===== config.mk =====
export PLATFORM = sky130hd
export DESIGN_NAME = vss_top
export DESIGN_NICKNAME = d
export VERILOG_FILES = /design/src/core/vss_pkg.sv /design/src/core/vss_pin_sync.sv /design/src/core/vss_pulse_delay.sv /design/src/core/vss_top.sv
export VERILOG_INCLUDE_DIRS = /design/src /design/src/core
export SDC_FILE = /design/constraint.sdc
export NUM_CORES = 1
export LEC_CHECK = 0
export BUFFER_PORTS_ARGS = -buffer_cell sky130_fd_sc_hd__buf_4
export CORE_MARGIN = 2
export CORE_UTILIZATION = 35
export CTS_CLUSTER_SIZE = 8
export DETAILED_ROUTE_END_ITERATION = 16
export GPL_TIMING_DRIVEN = 0
export SYNTH_ARGS = -nofsm -noshare
export SYNTH_HDL_FRONTEND = slang
export SYNTH_HIERARCHICAL = 1
export SYNTH_SLANG_ARGS = --single-unit
export TNS_END_PERCENT = 20

===== constraint.sdc =====
create_clock -name aclk -period 1.7 [get_ports aclk]
set_input_delay 0.085 -clock aclk [delete_from_list [all_inputs] [get_ports aclk]]
set_output_delay 0.085 -clock aclk [all_outputs]
set_load 0.01 [all_outputs]

===== src/core/vss_defs.svh =====
// Register offsets, field positions, reset values for the sample setup block
`ifndef VSS_DEFS_SVH
`define VSS_DEFS_SVH

`define VSS_ADDR_W 8
`define VSS_OFF_COLOUR 8'h00
`define VSS_OFF_PULSE 8'h04
`define VSS_OFF_MASK 8'h08
`define VSS_OFF_PWR 8'h0c
`define VSS_OFF_STATUS 8'h10

// Colour / mux control register
`define VSS_COL_LINESEQ 0
`define VSS_COL_ACYC 1
`define VSS_COL_FME 2
`define VSS_COL_CLAMP 3
`define VSS_COL_INTM_LO 4
`define VSS_COL_FM_LO 6
`define VSS_COL_RESET 8'h00

// Sample pulse configuration register
`define VSS_PUL_EN 0
`define VSS_PUL_DEL_LO 1
`define VSS_PUL_POL 4
`define VSS_PUL_RESET 5'h00

// Cell power disable mask and selective power-down control
`define VSS_MASK_RESET 4'h0
`define VSS_PWR_SELECTIVE_POWERDOWN_ON 0
`define VSS_PWR_RESET 1'h0

// Colour field codes
`define VSS_CODE_RED 2'h0
`define VSS_CODE_GREEN 2'h1
`define VSS_CODE_BLUE 2'h2

`define VSS_RESP_OKAY 2'h0
`define VSS_RESP_DECERR 2'h3

`endif


===== src/core/vss_pkg.sv =====
// Types and decode functions for the sample setup block
`default_nettype none
package vss_pkg;
`include "vss_defs.svh"

  typedef enum logic [0:0] {
    VSS_IDLE = 1'b0,
    VSS_COUNT = 1'b1
  } vss_state_type;

  typedef enum logic [2:0] {
    VSS_SEL_COLOUR = 3'h0,
    VSS_SEL_PULSE = 3'h1,
    VSS_SEL_MASK = 3'h2,
    VSS_SEL_PWR = 3'h3,
    VSS_SEL_STATUS = 3'h4,
    VSS_SEL_NONE = 3'h7
  } vss_reg_type;

  // One-hot red/green/blue select, all zero for the reserved code
  typedef logic [2:0] vss_onehot_type;

  function automatic vss_onehot_type vss_colour_decode(input logic [1:0] c);
    vss_onehot_type r;
    r = 3'h0;
    unique case (c)
      `VSS_CODE_RED: r = 3'h1;
      `VSS_CODE_GREEN: r = 3'h2;
      `VSS_CODE_BLUE: r = 3'h4;
      default: r = 3'h0;
    endcase
    return r;
  endfunction

  function automatic vss_reg_type vss_reg_decode(
    input logic [`VSS_ADDR_W-1:0] a);
    vss_reg_type r;
    r = VSS_SEL_NONE;
    unique case (a)
      `VSS_OFF_COLOUR: r = VSS_SEL_COLOUR;
      `VSS_OFF_PULSE: r = VSS_SEL_PULSE;
      `VSS_OFF_MASK: r = VSS_SEL_MASK;
      `VSS_OFF_PWR: r = VSS_SEL_PWR;
      `VSS_OFF_STATUS: r = VSS_SEL_STATUS;
      default: r = VSS_SEL_NONE;
    endcase
    return r;
  endfunction
endpackage
`default_nettype wire


===== src/core/vss_pin_sync.sv =====
// Three-stage pin synchroniser with agreement filter
`timescale 1ns/10ps
`default_nettype none
module vss_pin_sync (
  input wire logic aclk,
  input wire logic aresetn,
  input wire logic pin_in,
  output logic level_q
);
  logic s1_q;
  logic s2_q;
  logic s3_q;

  // First stage feeds only the second stage
  always_ff @(posedge aclk) begin
    if (!aresetn) begin
      s1_q <= 1'b0;
      s2_q <= 1'b0;
      s3_q <= 1'b0;
    end else begin
      s1_q <= pin_in;
      s2_q <= s1_q;
      s3_q <= s2_q;
    end
  end

  // A change counts once stages two and three agree
  always_ff @(posedge aclk) begin
    if (!aresetn) begin
      level_q <= 1'b0;
    end else if (s2_q == s3_q) begin
      level_q <= s3_q;
    end
  end
endmodule // vss_pin_sync
`default_nettype wire


===== src/core/vss_pulse_delay.sv =====
// Delays an edge strobe by a programmable number of clock periods
`timescale 1ns/10ps
`default_nettype none
module vss_pulse_delay (
  input wire logic aclk,
  input wire logic aresetn,
  input wire logic edge_stb,
  input wire logic [2:0] delay,
  output logic pulse_q,
  output logic busy
);
  import vss_pkg::*;

  vss_state_type state_q;
  logic [2:0] cnt_q;

  assign busy = (state_q == VSS_COUNT);

  // A new edge restarts the count, so the last edge always wins
  always_ff @(posedge aclk) begin
    if (!aresetn) begin
      state_q <= VSS_IDLE;
      cnt_q <= 3'h0;
      pulse_q <= 1'b0;
    end else begin
      pulse_q <= 1'b0;
      if (edge_stb) begin
        if (delay == 3'h0) begin
          pulse_q <= 1'b1;
          state_q <= VSS_IDLE;
        end else begin
          cnt_q <= delay - 3'h1;
          state_q <= VSS_COUNT;
        end
      end else begin
        unique case (state_q)
          VSS_IDLE: begin
          end
          VSS_COUNT: begin
            if (cnt_q == 3'h0) begin
              pulse_q <= 1'b1;
              state_q <= VSS_IDLE;
            end else begin
              cnt_q <= cnt_q - 3'h1;
            end
          end
        endcase
      end
    end
  end
endmodule // vss_pulse_delay
`default_nettype wire


===== src/core/vss_top.sv =====
// Sample timing conditioning and setup registers behind an AXI4-Lite slave
//
// Overview of operation
// - Internal colour code 00 selects red, 01 green, 10 blue, 11 none.
// - Forced select code 00 routes red, 01 green, 10 blue input, 11 none.
// - Forced mode drives the input mux apart from gain/offset select.
// - With detection off the pin level goes straight to timing control.
// - With detection on an internal pulse replaces the raw pin level.
// - The pulse follows the detected edge by the 3-bit delay in clocks.
// - The delay field has no effect while detection is off.
// - Polarity bit 0 detects falling edges, 1 detects rising edges.
// - The polarity bit has no effect while detection is off.
// - The power-disable mask acts only while selective power-down is 1.
// - An active mask bit at 1 powers its cell down, at 0 leaves it on.
// - Mask bits 0..3 map to red, green, blue cells and the converter.
// - In line mode with auto-cycle select the clamp bit gates clamping.
// - In line mode the force bit picks normal or forced mux selection.
//
// Added by the designer: the AXI4-Lite interface to the registers and the register addresses.
`timescale 1ns/10ps
`default_nettype none
`include "vss_defs.svh"

module vss_top (
  input wire logic aclk,
  input wire logic aresetn,
  input wire logic [7:0] s_axi_awaddr,
  input wire logic [2:0] s_axi_awprot,
  input wire logic s_axi_awvalid,
  output logic s_axi_awready,
  input wire logic [31:0] s_axi_wdata,
  input wire logic [3:0] s_axi_wstrb,
  input wire logic s_axi_wvalid,
  output logic s_axi_wready,
  output logic [1:0] s_axi_bresp,
  output logic s_axi_bvalid,
  input wire logic s_axi_bready,
  input wire logic [7:0] s_axi_araddr,
  input wire logic [2:0] s_axi_arprot,
  input wire logic s_axi_arvalid,
  output logic s_axi_arready,
  output logic [31:0] s_axi_rdata,
  output logic [1:0] s_axi_rresp,
  output logic s_axi_rvalid,
  input wire logic s_axi_rready,
  input wire logic sample_timing_pin,
  output logic timing_pulse_q,
  output logic [2:0] input_mux_sel_q,
  output logic [2:0] gain_offset_sel_q,
  output logic force_mux_active_q,
  output logic clamp_reg_ctrl_q,
  output logic clamp_active_q,
  output logic [3:0] cell_powerdown_q
);
  import vss_pkg::*;

  ////////////////////////////////////////////////////////////////////////////
  // Register state

  logic line_sequential_op_q;
  logic autocycle_or_clamp_sel_q;
  logic force_mux_enable_q;
  logic clamp_enable_bit_q;
  logic [1:0] internal_colour_select_q;
  logic [1:0] forced_input_select_q;
  logic sample_detect_enable_q;
  logic [2:0] pulse_delay_count_q;
  logic edge_polarity_select_q;
  logic [3:0] cell_disable_mask_q;
  logic selective_powerdown_on_q;

  ////////////////////////////////////////////////////////////////////////////
  // AXI4-Lite slave

  // Holding flags for a write address or data beat already taken
  logic aw_full_q;
  logic w_full_q;
  logic [7:0] awaddr_q;
  logic [7:0] wdata_q;
  logic wstrb0_q;
  logic wr_en;
  vss_reg_type wr_sel;
  vss_reg_type rd_sel;
  logic [31:0] rd_word;
  logic pin_level_q;
  logic pin_level_prev_q;
  logic edge_stb;
  logic delayed_pulse_q;
  logic delay_busy;

  // Ready stays low while a response waits: one write and one read in flight
  assign s_axi_awready = !aw_full_q && !s_axi_bvalid;
  assign s_axi_wready = !w_full_q && !s_axi_bvalid;
  assign s_axi_arready = !s_axi_rvalid;
  assign wr_en = aw_full_q && w_full_q && !s_axi_bvalid;
  assign wr_sel = vss_reg_decode(awaddr_q);
  // Low address bits are ignored for reads as they are for writes
  assign rd_sel = vss_reg_decode({s_axi_araddr[7:2], 2'b00});

  // Address and data are taken in either order; the write lands once both
  always_ff @(posedge aclk) begin
    if (!aresetn) begin
      aw_full_q <= 1'b0;
      w_full_q <= 1'b0;
      awaddr_q <= 8'h00;
      wdata_q <= 8'h00;
      wstrb0_q <= 1'b0;
    end else if (wr_en) begin
      aw_full_q <= 1'b0;
      w_full_q <= 1'b0;
    end else begin
      if (s_axi_awvalid && s_axi_awready) begin
        aw_full_q <= 1'b1;
        awaddr_q <= {s_axi_awaddr[7:2], 2'b00};
      end
      if (s_axi_wvalid && s_axi_wready) begin
        w_full_q <= 1'b1;
        wdata_q <= s_axi_wdata[7:0];
        wstrb0_q <= s_axi_wstrb[0];
      end
    end
  end

  // Unmapped writes are answered DECERR and change no register
  always_ff @(posedge aclk) begin
    if (!aresetn) begin
      s_axi_bvalid <= 1'b0;
      s_axi_bresp <= `VSS_RESP_OKAY;
    end else if (wr_en) begin
      s_axi_bvalid <= 1'b1;
      s_axi_bresp <= (wr_sel == VSS_SEL_NONE) ? `VSS_RESP_DECERR
                                              : `VSS_RESP_OKAY;
    end else if (s_axi_bready) begin
      s_axi_bvalid <= 1'b0;
    end
  end

  // Control registers; only byte lane 0 carries register bits
  // A write with lane 0 strobe low is answered OKAY but stores nothing
  always_ff @(posedge aclk) begin
    if (!aresetn) begin
      {forced_input_select_q, internal_colour_select_q, clamp_enable_bit_q,
       force_mux_enable_q, autocycle_or_clamp_sel_q,
       line_sequential_op_q} <= `VSS_COL_RESET;
      {edge_polarity_select_q, pulse_delay_count_q,
       sample_detect_enable_q} <= `VSS_PUL_RESET;
      cell_disable_mask_q <= `VSS_MASK_RESET;
      selective_powerdown_on_q <= `VSS_PWR_RESET;
    end else if (wr_en && wstrb0_q) begin
      unique case (wr_sel)
        VSS_SEL_COLOUR: begin
          line_sequential_op_q <= wdata_q[`VSS_COL_LINESEQ];
          autocycle_or_clamp_sel_q <= wdata_q[`VSS_COL_ACYC];
          force_mux_enable_q <= wdata_q[`VSS_COL_FME];
          clamp_enable_bit_q <= wdata_q[`VSS_COL_CLAMP];
          internal_colour_select_q <= wdata_q[`VSS_COL_INTM_LO +: 2];
          forced_input_select_q <= wdata_q[`VSS_COL_FM_LO +: 2];
        end
        VSS_SEL_PULSE: begin
          // Bits 7:5 are not stored and read back as zero
          sample_detect_enable_q <= wdata_q[`VSS_PUL_EN];
          pulse_delay_count_q <= wdata_q[`VSS_PUL_DEL_LO +: 3];
          edge_polarity_select_q <= wdata_q[`VSS_PUL_POL];
        end
        VSS_SEL_MASK: cell_disable_mask_q <= wdata_q[3:0];
        VSS_SEL_PWR: selective_powerdown_on_q <= wdata_q[`VSS_PWR_SELECTIVE_POWERDOWN_ON];
        VSS_SEL_STATUS, VSS_SEL_NONE: begin
        end
      endcase
    end
  end

  // Read data is registered, so the answer comes one cycle after arready
  always_comb begin
    rd_word = 32'h0000_0000;
    unique case (rd_sel)
      VSS_SEL_COLOUR:
        rd_word[7:0] = {forced_input_select_q, internal_colour_select_q,
                        clamp_enable_bit_q, force_mux_enable_q,
                        autocycle_or_clamp_sel_q, line_sequential_op_q};
      VSS_SEL_PULSE:
        rd_word[4:0] = {edge_polarity_select_q, pulse_delay_count_q,
                        sample_detect_enable_q};
      VSS_SEL_MASK: rd_word[3:0] = cell_disable_mask_q;
      VSS_SEL_PWR: rd_word[0] = selective_powerdown_on_q;
      VSS_SEL_STATUS:
        rd_word[10:0] = {cell_powerdown_q, clamp_active_q,
                         force_mux_active_q, input_mux_sel_q,
                         delay_busy, pin_level_q};
      VSS_SEL_NONE: rd_word = 32'h0000_0000;
    endcase
  end

  // Unmapped reads return zero data with DECERR
  always_ff @(posedge aclk) begin
    if (!aresetn) begin
      s_axi_rvalid <= 1'b0;
      s_axi_rdata <= 32'h0000_0000;
      s_axi_rresp <= `VSS_RESP_OKAY;
    end else if (s_axi_arvalid && s_axi_arready) begin
      s_axi_rvalid <= 1'b1;
      s_axi_rdata <= rd_word;
      s_axi_rresp <= (rd_sel == VSS_SEL_NONE) ? `VSS_RESP_DECERR
                                              : `VSS_RESP_OKAY;
    end else if (s_axi_rready) begin
      s_axi_rvalid <= 1'b0;
    end
  end

  ////////////////////////////////////////////////////////////////////////////
  // Sample timing conditioning

  vss_pin_sync u_pin_sync (
    .aclk(aclk),
    .aresetn(aresetn),
    .pin_in(sample_timing_pin),
    .level_q(pin_level_q)
  );

  // Previous level resets low like the idle pin, so reset makes no edge
  always_ff @(posedge aclk) begin
    if (!aresetn) begin
      pin_level_prev_q <= 1'b0;
    end else begin
      pin_level_prev_q <= pin_level_q;
    end
  end

  // Edge strobe only while detection is on; polarity picks the direction
  assign edge_stb = sample_detect_enable_q &&
                    (edge_polarity_select_q ?
                     (pin_level_q && !pin_level_prev_q) :
                     (!pin_level_q && pin_level_prev_q));

  // Delay counter never starts with detection off, so the field is inert
  vss_pulse_delay u_pulse_delay (
    .aclk(aclk),
    .aresetn(aresetn),
    .edge_stb(edge_stb),
    .delay(pulse_delay_count_q),
    .pulse_q(delayed_pulse_q),
    .busy(delay_busy)
  );

  // Turning detection off mid-count drops a pending pulse unless detection is back on before it falls due
  always_ff @(posedge aclk) begin
    if (!aresetn) begin
      timing_pulse_q <= 1'b0;
    end else if (sample_detect_enable_q) begin
      timing_pulse_q <= delayed_pulse_q;
    end else begin
      timing_pulse_q <= pin_level_q;
    end
  end

  ////////////////////////////////////////////////////////////////////////////
  // Colour selection, clamp and power control

  // Gain and offset always follow the internal code; only the input mux
  // is taken over by the forced select
  always_ff @(posedge aclk) begin
    if (!aresetn) begin
      force_mux_active_q <= 1'b0;
      input_mux_sel_q <= 3'h0;
      gain_offset_sel_q <= 3'h0;
    end else begin
      force_mux_active_q <= line_sequential_op_q &&
                            force_mux_enable_q;
      gain_offset_sel_q <=
        vss_colour_decode(internal_colour_select_q);
      if (line_sequential_op_q && force_mux_enable_q) begin
        input_mux_sel_q <=
          vss_colour_decode(forced_input_select_q);
      end else begin
        input_mux_sel_q <= vss_colour_decode(internal_colour_select_q);
      end
    end
  end

  // Outside line mode with auto-cycle select, clamping is steered elsewhere
  always_ff @(posedge aclk) begin
    if (!aresetn) begin
      clamp_reg_ctrl_q <= 1'b0;
      clamp_active_q <= 1'b0;
    end else begin
      clamp_reg_ctrl_q <= line_sequential_op_q && autocycle_or_clamp_sel_q;
      clamp_active_q <= line_sequential_op_q && autocycle_or_clamp_sel_q &&
                        clamp_enable_bit_q;
    end
  end

  // Bit order of the mask is red, green, blue, converter
  // The mask is kept while power-down is off and acts as soon as it is set
  always_ff @(posedge aclk) begin
    if (!aresetn) begin
      cell_powerdown_q <= 4'h0;
    end else if (selective_powerdown_on_q) begin
      cell_powerdown_q <= cell_disable_mask_q;
    end else begin
      cell_powerdown_q <= 4'h0;
    end
  end

endmodule // vss_top
`default_nettype wire


==> metrics.txt <==
R2R depth 10; P&R area growth vs syn 33.9%; Tightest Hold Check Type input pin to flop; post-synth cell types 48; mapped cell area 3150 um2; fin nets 520; clk slew on worst S/H paths 0.08 ns; clk_lat worst skew 0.35 ns; commonest non-fill, non-tap cell in the layout buf_4; Worst Setup Start Kind flop; crit path capture type flop; P_sw 891 uW; CP Capture Point u_pulse_delay/cnt_q[2]; kind of critical path flop to flop; Int Power 2.69 mW; full die area 9760 um2; Max Slew Vio Count 0; Worst slew margin 58.4%; largest family of logic cells by synthesized area simple AND/OR/NAND/NOR gates; max_cap viols 0; largest net degree at the start of global routing 14; R2R Setup Slk 0.09 ns; remaining global-route overflow 0; crit-path max FO 5; Final Hold Vio Count 0; leak pwr 1.77 nW; RD Place Congestion 0.841; routed len/inst 13.0 um; Root Driver clkbuf_8; Logic pwr share 10.8%; via count ~2.7k; skew final 0.0111 ns; Fmax between 600 and 700 MHz; most frequent CP cell nand2_1; VDD IR max between 300 and 400 uV; Final WS setup 0.0933 ns; Simple-Gate Fraction of Synth Area between 20 and 25%; cell area power density between 800 and 900 nW/um2; crit share post-route a little over nine tenths; Flop pwr share 50.5%; Routed WL roughly 7400 um; crit-path cells nor2_4 > nand2_1 > o21ai_1 > and2_1 > buf_6 > mux2i_2 > ha_2 > xnor2_1 > nand2_1 > a21boi_1; Async S/R FF share, synth 0%; First-pass DRT Iterations 4; Starting Density a little over a third; Adder-Cell Fraction of Synth Area 0.398%; mux share of post-synthesis cell area under 10%; number of synthesized flops with an enable pin 0; die span in y 98.8 um; Syn Inst Count 344; Slew @ Worst Pin 0.622 ns; slowest CP cell dfxtp_4; Setup crit start edge_polarity_select_q; first-pass GRT wire length 12100 um; post-route DRC violation count 0; YS warnings 6; Switching Fraction 24.9%; I/O pins around 120; clock group share of total power 38.7%; data required time of the critical path 1.98 ns; reg2reg end u_pulse_delay/cnt_q[2]; Min Hold Slack 0.00792 ns; Synth Register Bits 74; minimum clock period 1.61 ns; post-synthesis compound-gate area fraction 15.9%; Total Routing Usage GR about 15%; hpwl dp 5390 um; syn_area_per_cell 9.14 um2; diode count 0; vias in the first global route 2465; clk buf depth 2; RR Startpoint edge_polarity_select_q; XOR/XNOR Fraction of Synth Area less than 1%; DR vias/cell about 4.8; max incr delay on CP 0.37 ns; Design Area, Final around 4200 um2; crit path DAT 1.89 ns; 1st-iter DRT viols 122; CTS tree done; Rows 34; number of routed nets with antenna violations 0; RSZ-0062 raised after global routing true; Setup violations, final 0; PortBufs 61; Placement Setup Slack -0.213 ns; CTS H-Tree Depth 3; cts bufs inserted 9; Primary FF master, synth dfxtp_1; Clock Sinks 74; share of cells above drive strength 1 26.9%; outcome completed; DP Area 3810 um2; most frequent cells in the layout buf_4 (89), dfxtp_1 (72), nand2_1 (47); initial antenna violation count 0; Die X roughly 99 um; post-synthesis sequential area ratio 47.1%; total core area slightly below 9000 um2
[cells by family after synthesis]
group                    after synthesis
AO/OA/AOI/OAI                         72
XOR/XNOR                               1
adder cells (fa/ha/maj)                1
buffers and inverters                 44
flip-flops                            74
multiplexers                          15
other                                  1
AND/OR/NAND/NOR                      136
[synth_stat cells, drive strengths merged (2+ instances only)]
cell,instances,area [um2]
a21boi,17,128
a21oi,4,20.0
a221oi,3,26.3
a32oi,3,26.3
and2,9,58.8
and3,6,37.5
and3b,3,26.3
buf,27,203
clkbuf,15,56.3
dfxtp,74,1480
inv,2,7.51
mux2i,15,150
nand2,47,176
nand2b,2,20.0
nand3,24,120
nand3b,3,22.5
nand4,6,37.5
nor2,12,45.0
nor2b,15,93.8
nor3,3,15.0
nor4,2,18.8
o211a,2,20.0
o21a,2,15.0
o21ai,29,149
o22a,2,17.5
o2bb2ai,3,26.3
o31ai,2,28.8
[power by group through the flow]
stage | registers, mW | clock network [mW] | logic [mW]
after CTS | 1.81 | 1.41 | 0.388
after detailed placement | 1.85 | 0 | 0.364
after global placement | 1.85 | 0 | 0.360
after floorplan | 1.85 | 0 | 0.226
final | 1.81 | 1.39 | 0.388
after global routing | 1.82 | 1.51 | 0.431
[flip-flops by register name, summed over array words and instances, names as in the netlist, 2 cells and up]
signal	count
awaddr_q	6
cell_disable_mask_q	4
cell_powerdown_q	4
forced_input_select_q	2
gain_offset_sel_q	3
input_mux_sel_q	3
internal_colour_select_q	2
pulse_delay_count_q	3
s_axi_rdata	11
u_pulse_delay/cnt_q	3
wdata_q	8
[per-layer routing]
| metal | track usage, % | part of all wire [%] | up-vias |
|---|---|---|---|
| li1 | - | - | 1381 |
| met2 | 23.6 | 45 | 79 |
| met5 | 0 | 0 | - |
| met3 | 2.62 | 5.2 | 11 |
| met1 | 21.2 | 48 | 1230 |
| met4 | 6.95 | 1.9 | 0 |
[area by class of cell]
cell class                      instances  area [um2]
Timing Repair Buffer                   78         616
Inverter                                2        7.51
Buffer                                 42         262
Clock buffer                           10         138
Clock inverter                          6        65.1
Tap cell                              108         135
Fill cell                             838        4510
Multi-Input combinational cell        246        1500
Sequential cell                        74        1490
[how the worst min path moves through the flow]
| stage | from | end | slack [ns] | depth (start not counted) |
|---|---|---|---|---|
| after floorplan | aresetn | u_pulse_delay/pulse_q | 0.20 | 2 |
| after global placement | sample_timing_pin | u_pin_sync/s1_q | 0.29 | 2 |
| after detailed placement | sample_timing_pin | u_pin_sync/s1_q | 0.30 | 2 |
| after CTS | s_axi_awaddr[6] | awaddr_q[6] | 0.00006 | 3 |
| after global routing | s_axi_wdata[0] | wdata_q[0] | 0.03 | 3 |
| final | s_axi_awaddr[6] | awaddr_q[6] | 0.008 | 3 |
[worst max-delay path: cells and delay by family, from the launching register on]
kind	cells	cell delay, ns
AO/OA/AOI/OAI	2	0.17
XOR/XNOR	1	0.11
adder cells (fa/ha/maj)	1	0.20
buffers and inverters	1	0.12
flip-flops	1	0.37
multiplexers	1	0.22
AND/OR/NAND/NOR	4	0.35
[timing repair]
item / in CTS / in global routing
pin swaps: 1 / 3
gates resized for setup: 2 / 13
endpoints found under the setup margin: 3 / 12
hold endpoints to repair: 11 / 0
hold buffers: 12 / 0
buffers inserted: 1 / 4
[per-stage QoR]
stage / std cells / util, % / setup TNS, ns / power, mW
2_1_floorplan: 364 / - / 0 / 2.07
3_3_place_gp: 533 / 43.7 / -2.00 / 2.21
3_5_place_dp: 533 / 43.7 / -1.99 / 2.22
4_1_cts: 562 / 47.6 / 0 / 3.61
5_1_grt: 566 / 48.3 / -0.130 / 3.75
6_report: 566 / 48.3 / 0 / 3.58
Note: power is estimated with default switching activity, not from simulation.
